--- src/ochv_defines.svh ---
// Purpose: Offsets, field positions, reset values for the over-current and
//          high-voltage input control block.
// Assumes: Eight-bit registers on a plain strobe port.
// Notes:   Definitions only.
`ifndef OCHV_DEFINES_SVH
`define OCHV_DEFINES_SVH
`define OCHV_ADDR_DET_EN   4'h0
`define OCHV_ADDR_IRQ_EN   4'h1
`define OCHV_ADDR_FLAGS    4'h2
`define OCHV_ADDR_HV_STATE 4'h3
`define OCHV_ADDR_HV_DIEN  4'h4
`define OCHV_ADDR_ANALOG   4'h5
`define OCHV_BIT_SUPPLY    7
`define OCHV_BIT_PIN_A     5
`define OCHV_BIT_PIN_B     3
`define OCHV_BIT_PIN_C     1
`define OCHV_SRC_MASK      8'hAA
`define OCHV_BIT_HV        0
`define OCHV_BIT_AEN       3
`define OCHV_BIT_TEST      7
`define OCHV_ANALOG_MASK   8'h88
`define OCHV_RST_BYTE      8'h00
`define OCHV_RST_HV_DIEN   8'h00
`endif

--- src/ochv_pkg.sv ---
// Purpose: Types shared by the over-current and high-voltage input block.
// Assumes: Nothing beyond the defines header.
// Notes:   The register bus travels as one packed request struct.
package ochv_pkg;
  // One register bus request from the master.
  typedef struct packed {
    logic [3:0] addr;
    logic [7:0] wdata;
    logic       wr;
    logic       rd;
  } ochv_req_t;
endpackage : ochv_pkg

--- src/ochv_ctrl.sv ---
// Purpose: Over-current detector control and high-voltage input path.
// Assumes: Detector outputs and pin are asynchronous and are synchronised.
// Notes:   Registers on a strobe port; read data one cycle after the strobe.
// Functional notes
// RULE1: Four detector enables at bits 7,5,3,1.
// RULE2: Interrupt enable bits share detector bit positions.
// RULE3: Cleared interrupt enable masks that source's flag.
// RULE4: Detected over-current sets that source's flag.
// RULE5: Input reads synced pin when digital, not analog.
// RULE6: Otherwise the input register bit reads one.
// RULE7: Digital enable turns the input buffer on.
// RULE8: Analog connection forces buffer off in run.
// RULE9: Stop mode: buffer follows digital enable only.
// RULE10: Software accesses these registers at any time.
// RULE11: Test override keeps buffer on in run.
// RULE12: Analog link wins over digital in run.
// RULE13: Write one clears flag; zero leaves it.
// RULE14: Interrupt high while flag and enable pair.
//
// The implementer's own choices: the register offsets and the plain strobed port.
`timescale 1ns/1ps
`include "ochv_defines.svh"
module ochv_ctrl (
  input  wire logic              MCLK,
  input  wire logic              RESET,
  input  wire ochv_pkg::ochv_req_t BUS_REQ,
  output logic [7:0]             BUS_RDATA,
  input  wire logic [3:0]        OC_DETECT,
  input  wire logic              HV_PIN,
  input  wire logic              STOP_MODE,
  output logic [3:0]             OC_DET_ENABLE,
  output logic                   HV_BUF_ENABLE,
  output logic                   ANALOG_LINK,
  output logic                   OC_IRQ
);
  import ochv_pkg::*;

  // Software-visible registers.
  logic [7:0] det_en_r;      // Detector enables.
  logic [7:0] irq_en_r;      // Interrupt enables.
  logic [7:0] flags_r;       // Sticky event flags.
  logic [7:0] flags_nxt;     // Next flag value.
  logic [7:0] hv_dien_r;     // Digital input enable.
  logic [7:0] analog_r;      // Analog connection and test override.
  logic [7:0] rdata_r;       // Registered read data.
  // Synchronisers: stage one is read only by stage two.
  logic [3:0] oc_s1_r;       // First stage, detector events.
  logic [3:0] oc_s2_r;       // Second stage, detector events.
  logic       hv_s1_r;       // First stage, pin.
  logic       hv_s2_r;       // Second stage, pin.
  logic       stop_s1_r;     // First stage, stop mode.
  logic       stop_s2_r;     // Second stage, stop mode.

  // Spread four sources onto their byte positions.
  function automatic logic [7:0] spread(input logic [3:0] s);
    spread = {s[3], 1'b0, s[2], 1'b0, s[1], 1'b0, s[0], 1'b0};
  endfunction : spread

  // Address decode as named wires.
  wire wr_det  = BUS_REQ.wr && (BUS_REQ.addr == `OCHV_ADDR_DET_EN);
  wire wr_irq  = BUS_REQ.wr && (BUS_REQ.addr == `OCHV_ADDR_IRQ_EN);
  wire wr_flag = BUS_REQ.wr && (BUS_REQ.addr == `OCHV_ADDR_FLAGS);
  wire wr_dien = BUS_REQ.wr && (BUS_REQ.addr == `OCHV_ADDR_HV_DIEN);
  wire wr_ana  = BUS_REQ.wr && (BUS_REQ.addr == `OCHV_ADDR_ANALOG);

  // Mode terms for the high-voltage pin.
  // All three come straight from registers, so a write reaches the
  // buffer in the cycle after its write strobe.
  wire aen   = analog_r[`OCHV_BIT_AEN];   // Analog link. [RULE12]
  wire tover = analog_r[`OCHV_BIT_TEST];  // Test override of the buffer.
  wire dien  = hv_dien_r[`OCHV_BIT_HV];   // Digital input enable.
  // In run mode analog wins unless the test override holds the buffer on;
  // in stop mode only the digital enable matters.
  // A buffer left on at a mid-rail analog level draws cross-conduction
  // current, which is why the analog link turns it off by default.
  wire buf_on = stop_s2_r ? dien                 // [RULE9]
              : (aen ? tover : dien);            // [RULE7] [RULE8] [RULE11]
  // The input register shows the pin only in plain digital mode.
  wire hv_bit = (dien && !aen) ? hv_s2_r : 1'b1;         // [RULE5] [RULE6]

  // Events only count while their detector is enabled.
  // A level that stays high keeps setting its flag, so software must
  // remove the cause before a clear will stick.
  wire [7:0] events = spread(oc_s2_r) & det_en_r;        // [RULE4]
  // Set wins over a simultaneous write-one clear.
  wire [7:0] clr = wr_flag ? BUS_REQ.wdata : 8'h00;      // [RULE13]
  assign flags_nxt = ((flags_r & ~clr) | events) & `OCHV_SRC_MASK; // [RULE4]

  // Read multiplexer; unmapped addresses read zero.
  // The input register is read-only: no write decode exists for it, so
  // a write there changes nothing.
  wire [7:0] rd_mux =
      (BUS_REQ.addr == `OCHV_ADDR_DET_EN)   ? det_en_r  :
      (BUS_REQ.addr == `OCHV_ADDR_IRQ_EN)   ? irq_en_r  :
      (BUS_REQ.addr == `OCHV_ADDR_FLAGS)    ? flags_r   :
      (BUS_REQ.addr == `OCHV_ADDR_HV_STATE) ? {7'h00, hv_bit} :
      (BUS_REQ.addr == `OCHV_ADDR_HV_DIEN)  ? hv_dien_r :
      (BUS_REQ.addr == `OCHV_ADDR_ANALOG)   ? analog_r  : 8'h00;

  // Synchronisers for asynchronous inputs.
  // Two stages trade two cycles of latency for a metastability margin
  // that suits a 50 MHz clock.
  always_ff @(posedge MCLK)
  begin
    // Reset clears both stages, so no false event follows reset.
    if (RESET)
    begin
      oc_s1_r   <= 4'h0;
      oc_s2_r   <= 4'h0;
      hv_s1_r   <= 1'b0;
      hv_s2_r   <= 1'b0;
      stop_s1_r <= 1'b0;
      stop_s2_r <= 1'b0;
    end
    else
    begin
      // Stage two copies stage one; only stage two feeds the logic.
      oc_s1_r   <= OC_DETECT;
      oc_s2_r   <= oc_s1_r;
      hv_s1_r   <= HV_PIN;
      hv_s2_r   <= hv_s1_r;
      stop_s1_r <= STOP_MODE;
      stop_s2_r <= stop_s1_r;
    end
  end

  // Register writes; any writable register may be written at any time.
  always_ff @(posedge MCLK)
  begin
    // All registers return to zero.
    if (RESET)
    begin
      det_en_r  <= `OCHV_RST_BYTE;
      irq_en_r  <= `OCHV_RST_BYTE;
      flags_r   <= `OCHV_RST_BYTE;
      hv_dien_r <= `OCHV_RST_HV_DIEN;
      analog_r  <= `OCHV_RST_BYTE;
    end
    else
    begin
      // Only the four source positions hold a detector enable.
      if (wr_det)
        det_en_r <= BUS_REQ.wdata & `OCHV_SRC_MASK;      // [RULE1] [RULE10]
      // Interrupt enables use the same four positions.
      if (wr_irq)
        irq_en_r <= BUS_REQ.wdata & `OCHV_SRC_MASK;      // [RULE2] [RULE10]
      // The digital enable has a single bit at position zero.
      if (wr_dien)
        hv_dien_r <= {7'h00, BUS_REQ.wdata[`OCHV_BIT_HV]}; // [RULE10]
      // Only the analog link and the test override are kept.
      if (wr_ana)
        analog_r <= BUS_REQ.wdata & `OCHV_ANALOG_MASK;   // [RULE12]
      // Flags update every cycle: events set, written ones clear.
      flags_r <= flags_nxt;                              // [RULE13]
    end
  end

  // Read data stands only in the cycle after the read strobe.
  // Returning zero between reads keeps stale data off the bus.
  always_ff @(posedge MCLK)
  begin
    // Nothing is read during reset.
    if (RESET)
      rdata_r <= 8'h00;
    // Capture the selected register on a read strobe, else zero.
    else
      rdata_r <= BUS_REQ.rd ? rd_mux : 8'h00;
  end

  // Outputs: read data, detector enables in source order, buffer and link.
  assign BUS_RDATA     = rdata_r;
  assign OC_DET_ENABLE = {det_en_r[`OCHV_BIT_SUPPLY],          // [RULE1]
                          det_en_r[`OCHV_BIT_PIN_A],
                          det_en_r[`OCHV_BIT_PIN_B],
                          det_en_r[`OCHV_BIT_PIN_C]};
  assign HV_BUF_ENABLE = buf_on;
  assign ANALOG_LINK   = aen;
  // A cleared enable masks its flag from the request.
  assign OC_IRQ        = |(flags_r & irq_en_r);          // [RULE3] [RULE14]

  // A detected enabled event shows in the flag one edge later.
  a_flag_sets: assert property ( // [RULE4]
    @(posedge MCLK) disable iff (RESET)
    (events != 8'h00) |=> ((flags_r & $past(events)) == $past(events)))
    else $error("Enabled event did not set its flag.");

  // A write of one clears a flag with no event pending.
  a_flag_clears: assert property ( // [RULE13]
    @(posedge MCLK) disable iff (RESET)
    (wr_flag && BUS_REQ.wdata[7] && !events[7]) |=> !flags_r[7])
    else $error("Write-one did not clear the flag.");

  // Writing zero never clears a flag.
  a_zero_keeps: assert property ( // [RULE13]
    @(posedge MCLK) disable iff (RESET)
    (flags_r[5] && !(wr_flag && BUS_REQ.wdata[5])) |=> flags_r[5])
    else $error("Flag dropped without a write of one.");

  // The interrupt follows enabled flag pairs, source by source.
  a_irq_pair: assert property ( // [RULE14]
    @(posedge MCLK) disable iff (RESET)
    OC_IRQ == ((flags_r[7] && irq_en_r[7]) || (flags_r[5] && irq_en_r[5]) ||
               (flags_r[3] && irq_en_r[3]) || (flags_r[1] && irq_en_r[1])))
    else $error("Interrupt does not match flag and enable.");

  // A masked flag alone raises no interrupt.
  a_irq_mask: assert property ( // [RULE3]
    @(posedge MCLK) disable iff (RESET)
    (irq_en_r == 8'h00) |-> !OC_IRQ)
    else $error("Interrupt raised with all sources masked.");

  // The input register reads one outside plain digital mode.
  a_hv_one: assert property ( // [RULE6]
    @(posedge MCLK) disable iff (RESET)
    (BUS_REQ.rd && BUS_REQ.addr == `OCHV_ADDR_HV_STATE && (aen || !dien))
    |=> BUS_RDATA == 8'h01)
    else $error("Input register did not read one.");

  // In plain digital mode the read shows the synchronised pin.
  a_hv_pin: assert property ( // [RULE5]
    @(posedge MCLK) disable iff (RESET)
    (BUS_REQ.rd && BUS_REQ.addr == `OCHV_ADDR_HV_STATE && dien && !aen)
    |=> BUS_RDATA == {7'h00, $past(hv_s2_r)})
    else $error("Input register did not show the pin.");

  // Analog use in run mode turns the buffer off unless overridden.
  a_buf_run: assert property ( // [RULE8]
    @(posedge MCLK) disable iff (RESET)
    (!stop_s2_r && aen) |-> (HV_BUF_ENABLE == tover))
    else $error("Run-mode analog buffer control wrong.");

  // Stop mode leaves the buffer to the digital enable.
  a_buf_stop: assert property ( // [RULE9]
    @(posedge MCLK) disable iff (RESET)
    stop_s2_r |-> (HV_BUF_ENABLE == dien))
    else $error("Stop-mode buffer control wrong.");

  // A written detector enable appears on its output next cycle.
  a_det_write: assert property ( // [RULE1]
    @(posedge MCLK) disable iff (RESET)
    wr_det |=> (OC_DET_ENABLE[3] == $past(BUS_REQ.wdata[7])))
    else $error("Detector enable write lost.");

  // An enabled, synchronised supply detector level sets its flag.
  a_supply_event: assert property ( // [RULE4]
    @(posedge MCLK) disable iff (RESET)
    (oc_s2_r[3] && det_en_r[`OCHV_BIT_SUPPLY])
    |=> flags_r[`OCHV_BIT_SUPPLY])
    else $error("Supply over-current did not set its flag.");

  // A disabled detector never raises a clear flag.
  a_event_off: assert property ( // [RULE1]
    @(posedge MCLK) disable iff (RESET)
    (!det_en_r[`OCHV_BIT_SUPPLY] && !flags_r[`OCHV_BIT_SUPPLY])
    |=> !flags_r[`OCHV_BIT_SUPPLY])
    else $error("Flag set with its detector disabled.");

  // A flag with its enable set always requests an interrupt.
  a_pin_c_irq: assert property ( // [RULE14]
    @(posedge MCLK) disable iff (RESET)
    (flags_r[`OCHV_BIT_PIN_C] && irq_en_r[`OCHV_BIT_PIN_C]) |-> OC_IRQ)
    else $error("Enabled flag raised no interrupt.");

  // Positions without a source stay zero in all three source registers.
  a_reserved_zero: assert property ( // [RULE4]
    @(posedge MCLK) disable iff (RESET)
    ((flags_r | det_en_r | irq_en_r) & ~`OCHV_SRC_MASK) == 8'h00)
    else $error("Reserved source bit set.");

  // Read data is zero in any cycle that follows no read strobe.
  a_rdata_idle: assert property (
    @(posedge MCLK) disable iff (RESET)
    !BUS_REQ.rd |=> (BUS_RDATA == 8'h00))
    else $error("Read data stood without a read.");

  // A flag read returns the flags as they stood at the strobe.
  a_flag_read: assert property ( // [RULE13]
    @(posedge MCLK) disable iff (RESET)
    (BUS_REQ.rd && BUS_REQ.addr == `OCHV_ADDR_FLAGS)
    |=> (BUS_RDATA == $past(flags_r)))
    else $error("Flag read returned wrong data.");

  // A write of the digital enable reaches the buffer control.
  a_dien_write: assert property ( // [RULE7]
    @(posedge MCLK) disable iff (RESET)
    wr_dien |=> (dien == $past(BUS_REQ.wdata[`OCHV_BIT_HV])))
    else $error("Digital enable write lost.");

  // A write of the analog control reaches the link output.
  a_link_write: assert property ( // [RULE12]
    @(posedge MCLK) disable iff (RESET)
    wr_ana |=> (ANALOG_LINK == $past(BUS_REQ.wdata[`OCHV_BIT_AEN])))
    else $error("Analog link write lost.");

  // Without the analog link, run mode follows the digital enable.
  a_buf_digital: assert property ( // [RULE7]
    @(posedge MCLK) disable iff (RESET)
    (!stop_s2_r && !aen) |-> (HV_BUF_ENABLE == dien))
    else $error("Run-mode digital buffer control wrong.");

  // A write of the interrupt enables keeps only the source positions.
  a_ien_write: assert property ( // [RULE2]
    @(posedge MCLK) disable iff (RESET)
    wr_irq |=> (irq_en_r == ($past(BUS_REQ.wdata) & `OCHV_SRC_MASK)))
    else $error("Interrupt enable write wrong.");

  // A write to the read-only input register changes neither the digital enable nor the analog control.
  a_state_ro: assert property ( // [RULE5]
    @(posedge MCLK) disable iff (RESET)
    (BUS_REQ.wr && BUS_REQ.addr == `OCHV_ADDR_HV_STATE)
    |=> ((hv_dien_r == $past(hv_dien_r)) && (analog_r == $past(analog_r))))
    else $error("Write to the input register changed state.");
endmodule : ochv_ctrl

--- config.mk ---
export PLATFORM = sky130hd
export DESIGN_NAME = ochv_ctrl
export DESIGN_NICKNAME = d
export VERILOG_FILES = /design/src/ochv_pkg.sv /design/src/ochv_ctrl.sv
export VERILOG_INCLUDE_DIRS = /design/src
export SDC_FILE = /design/constraint.sdc
export NUM_CORES = 1
export LEC_CHECK = 0
export BUFFER_PORTS_ARGS = -buffer_cell sky130_fd_sc_hd__buf_4
export CAP_MARGIN = 20
export CORE_MARGIN = 2
export CORE_UTILIZATION = 35
export CTS_BUF_LIST = sky130_fd_sc_hd__clkbuf_4 sky130_fd_sc_hd__clkbuf_8
export DETAILED_ROUTE_END_ITERATION = 12
export GPL_ROUTABILITY_DRIVEN = 0
export MAX_ROUTING_LAYER = met4
export SYNTH_ARGS = -nofsm -noshare
export SYNTH_HDL_FRONTEND = slang
export SYNTH_SLANG_ARGS = --single-unit
--- constraint.sdc ---
create_clock -name MCLK -period 0.8 [get_ports MCLK]
set_input_delay 0.04 -clock MCLK [delete_from_list [all_inputs] [get_ports MCLK]]
set_output_delay 0.04 -clock MCLK [all_outputs]
set_load 0.01 [all_outputs]
Word level (Yosys, flattened, before mapping):

Cells that the tools add are included.
W data, S select, Z words.

* register bits after elaboration: 39
* bits of input ports: 22
* output and inout port bits: 15
* logic and storage cells: 46

* equal/unequal tests: 5
* mux-type cells: 10
* bitwise operators: 6
* reductions and logical operators: 11

Operators with widths (count)
* $mux W8: 7
* $and A8 B8 Y8: 3
* $eq A4 B2 Y1 const B: 2
* $eq A4 B3 Y1 const B: 2
* $not A8 Y8: 1
* $or A8 B8 Y8: 1
* $reduce_or A8 Y1: 1
* $logic_and A1 B1 Y1: 6
* $eq A4 B1 Y1 const B: 1
* $logic_not A4 Y1: 1
* $reduce_or A4 Y1: 1
* $mux W1: 3
* $reduce_or A2 Y1: 1
* $logic_not A1 Y1: 1
* $not A1 Y1: 1

Longest topological paths before layout:

* depth after elaboration: 7
* gate-level depth with buffers: 5
* depth with buffers taken out: 4

Least setup slack after synthesis:

Ideal clock, no wire load.

* path kind: register to output
* from: register analog_r[3]
* to: output HV_BUF_ENABLE
* data arrival time: 915 ps
* required time: 760 ps
* path slack: -155 ps
* stages on the path, launching flop included: 3
* path buffers: 0
* path through: dfxtp_1 nor2b_1 mux2_2

* cells in the longest elaborated chain, start to end: 2

RTL lines
* start, declared: RTL line ochv_ctrl.sv:44 `logic [7:0] analog_r;`
* start signal, assigned: RTL line ochv_ctrl.sv:137 `` analog_r <= `OCHV_RST_BYTE; ``
* start signal, assigned: RTL line ochv_ctrl.sv:152 `` analog_r <= BUS_REQ.wdata & `OCHV_ANALOG_MASK; ``
* $mux W1: RTL line ochv_ctrl.sv:77 `: (aen ? tover : dien);`
* $mux W1: RTL line ochv_ctrl.sv:76 `wire buf_on = stop_s2_r ? dien`
* end, declared: RTL line ochv_ctrl.sv:32 `output logic HV_BUF_ENABLE,`

Every way passes these cells.

Final worst setup path:

Ends and elaborated chain as after synthesis.

==> impl_metrics.env <==
export IMPL_insertion_delay_ns=0.27
export IMPL_yosys_top_cells_count="32 x dfxtp_1, 16 x nor2_1, 16 x nor2b_1"
export IMPL_synthCells=134
export IMPL_hold_violations=0
export IMPL_post_route_period_util=1.50
export IMPL_syn_area_per_cell_um2=9.74
export IMPL_grt_pass1_vias=1036
export IMPL_num_antenna_cells=0
export IMPL_vias=1098
export IMPL_setup_ws_ns=-0.402
export IMPL_numClockSinks=32
export IMPL_arrival_ns=1.16
export IMPL_post_dp_hpwl_mm=2.00
export IMPL_vdd_ir_drop_max_v=0.00107
export IMPL_cts_tree="built"
export IMPL_dieWidth_um=65.1
export IMPL_routed_wl_mm=2.94
export IMPL_drive_gt1_frac=0.468
export IMPL_start_util=0.359
export IMPL_max_cap_violations=0
export IMPL_reg2reg_depth=5
export IMPL_worstSetupEndpointType="output port"
export IMPL_ys_seq_area_frac=0.491
export IMPL_crit_cells=3
export IMPL_crit_chain="nor2b_4, mux2_4, buf_6"
export IMPL_portBuffers=30
export IMPL_die_h_um=65.1
export IMPL_hp_start="BUS_REQ[2]"
export IMPL_route_detailed_drc=0
export IMPL_crit_type="flop to output port"
export IMPL_whs_ns=0.0229
export IMPL_required_ns=0.76
export IMPL_syn_area_um2=1310
export IMPL_ys_flop_type="dfxtp_1"
export IMPL_finalPower_mw=3.26
export IMPL_synth_area_leaders="dfxtp_1 49%, mux2i_1 7.7%, nor2b_1 7.7%, a311oi_2 4.6%, nor2_1 4.6%"
export IMPL_setup_viol=9
export IMPL_dp_cells=217
export IMPL_antenna_found_initial=0
export IMPL_skew_ns=0.00299
export IMPL_cts_root_buffer="clkbuf_8"
export IMPL_ys_ff_latch=32
export IMPL_start_kind="flop"
export IMPL_grt_pass1_wl_mm=4.83
export IMPL_finalMaxSlewViolations=0
export IMPL_rr_startpoint="flags_r[3]"
export IMPL_whs_path_depth=3
export IMPL_cts_made_buffers=5
export IMPL_rows=22
export IMPL_placed_area_um2=1640
export IMPL_outcome="finished, violations left"
export IMPL_grt_util_all_layers=0.155
export IMPL_rsz0062_at_grt="true"
export IMPL_ys_async_sr_fraction=0
export IMPL_layout_nets=211
export IMPL_period_minus_slack_ns=1.20
export IMPL_viasPerCell=4.61
export IMPL_yosys_warnings=0
export IMPL_core_um2=3630
export IMPL_yosys_area_top_type="dfxtp_1"
export IMPL_leakagePower_nw=0.825
export IMPL_slowest_delay_ns=0.34
export IMPL_clkSlewWorstSetupHoldPaths_ns=0.06
export IMPL_crit_fanout=2
export IMPL_synth_most_common_cell="dfxtp_1"
export IMPL_failed_checks="negative setup slack"
export IMPL_yosys_area_top_type_share=0.491
export IMPL_synth_edff_count=0
export IMPL_max_freq_ghz=0.832
export IMPL_grt_max_degree=23
export IMPL_final_cells=238
export IMPL_ant_nets=0
export IMPL_crit_start="analog_r[3]"
export IMPL_htreeDepth=2
export IMPL_cp_top_family="flip-flops"
export IMPL_drtIter0Drc=58
export IMPL_powerDensity_nw_per_um2=1660
export IMPL_slowest_stage="dfxtp_4"
export IMPL_top_level_ports=37
export IMPL_synth_distinct_cells=26
export IMPL_grt_overflow=0
export IMPL_dieArea_um2=4230
export IMPL_finish_instance_area_um2=1960
export IMPL_critical_path_buf_inv_count=1
export IMPL_area_growth_synth_to_final_pct=50.5
export IMPL_hold_path_class="input pin to flop"
export IMPL_drt_first_pass_iters=4
export IMPL_clockBufferDepth=2
export IMPL_wl_per_cell_um=12.4
[tightest hold or removal path: cells and delay by family]
kind | cells | cell delay (ns)
compound gates | 1 | 0.05
buf+inv | 1 | 0.11
simple gates | 1 | 0.05
[flip-flops by register name, indices dropped and copies added, names as in the netlist, 2 cells and up]
signal,cells
oc_s2_r,4
oc_s1_r,4
det_en_r,4
BUS_RDATA,5
flags_r,4
analog_r,2
irq_en_r,4
[stage by stage]
step,setup WS (ns),setup TNS (ns),util
detailed placement,-0.132,-1.94,0.452
finish,-0.402,-1.19,0.541
CTS,-0.418,-1.42,0.535
floorplan,-0.0397,-0.0397,-
global placement,-0.119,-1.64,0.452
global route,-0.444,-1.73,0.541
[routing by layer]
metal / track usage / up-vias / wire, µm
met2: 0.244 / 31 / 1490
li1: - / 562 / -
met1: 0.194 / 505 / 1290
met3: 0.0503 / 0 / 170
met4: 0.0391 / 0 / 0
met5: - / - / 0
[worst paths after layout]
check	end	slack, ns
worst max register to register	BUS_RDATA[3]	-0.18
worst min-delay path	hv_dien_r[0]	0.02
worst min register to register	oc_s2_r[3]	0.44
worst max-delay path	HV_BUF_ENABLE	-0.40
[layout make-up]
| cell class | count | area (µm²) |
|---|---|---|
| tap | 48 | 60.1 |
| timing repair buffer | 55 | 475 |
| multi-input combinational | 93 | 656 |
| fill | 345 | 1670 |
| sequential | 32 | 668 |
| inverter | 2 | 7.51 |
| clock buffer | 8 | 97.6 |
[cells by family (layout without fill, tap and decap cells)]
kind of cell,Yosys count,count (layout),synth area share
other,1,3,0.00287
buffers and inverters,11,65,0.0537
and+or+nand+nor,57,57,0.241
muxes,11,11,0.0853
AOI/OAI and AO/OA,22,22,0.127
DFF,32,32,0.491
[layout by cell type (no fill, tap or decap), types with 2 or more instances in the layout]
cell type      synthesis  routed
a21oi_2                0       5
o21ai_0                2       2
nand3_2                2       2
a22oi_1                4       2
conb_1                 1       3
nor2b_1               16      14
mux2i_1               10      10
clkbuf_4               0       2
clkbuf_8               0       6
dfxtp_2                0       7
a21oi_1                9       4
nand3_1                3       3
a22oi_2                0       2
nand2_1               14      13
dlygate4sd3_1          0      10
a311oi_2               4       4
buf_4                  3      35
nor2_1                16      15
buf_6                  2      10
dfxtp_1               32      20
dfxtp_4                0       5
[where the power goes]
group | switching, mW | internal [mW] | leakage (nW)
clock | 0.532 | 0.768 | 0.0523
sequential | 0.0196 | 1.62 | 0.268
combinational | 0.140 | 0.182 | 0.505
[timing repair]
| action | in CTS | in global routing |
|---|---|---|
| hold buffers | 10 | 0 |
| buffers inserted | 4 | 1 |
| setup endpoints to repair | 11 | 15 |
| resized for setup | 26 | 9 |
| hold endpoints to repair | 10 | 0 |
| gates cloned | 0 | 0 |
| pin swaps | 10 | 10 |
No activity file was read; power rests on OpenSTA's default activity.
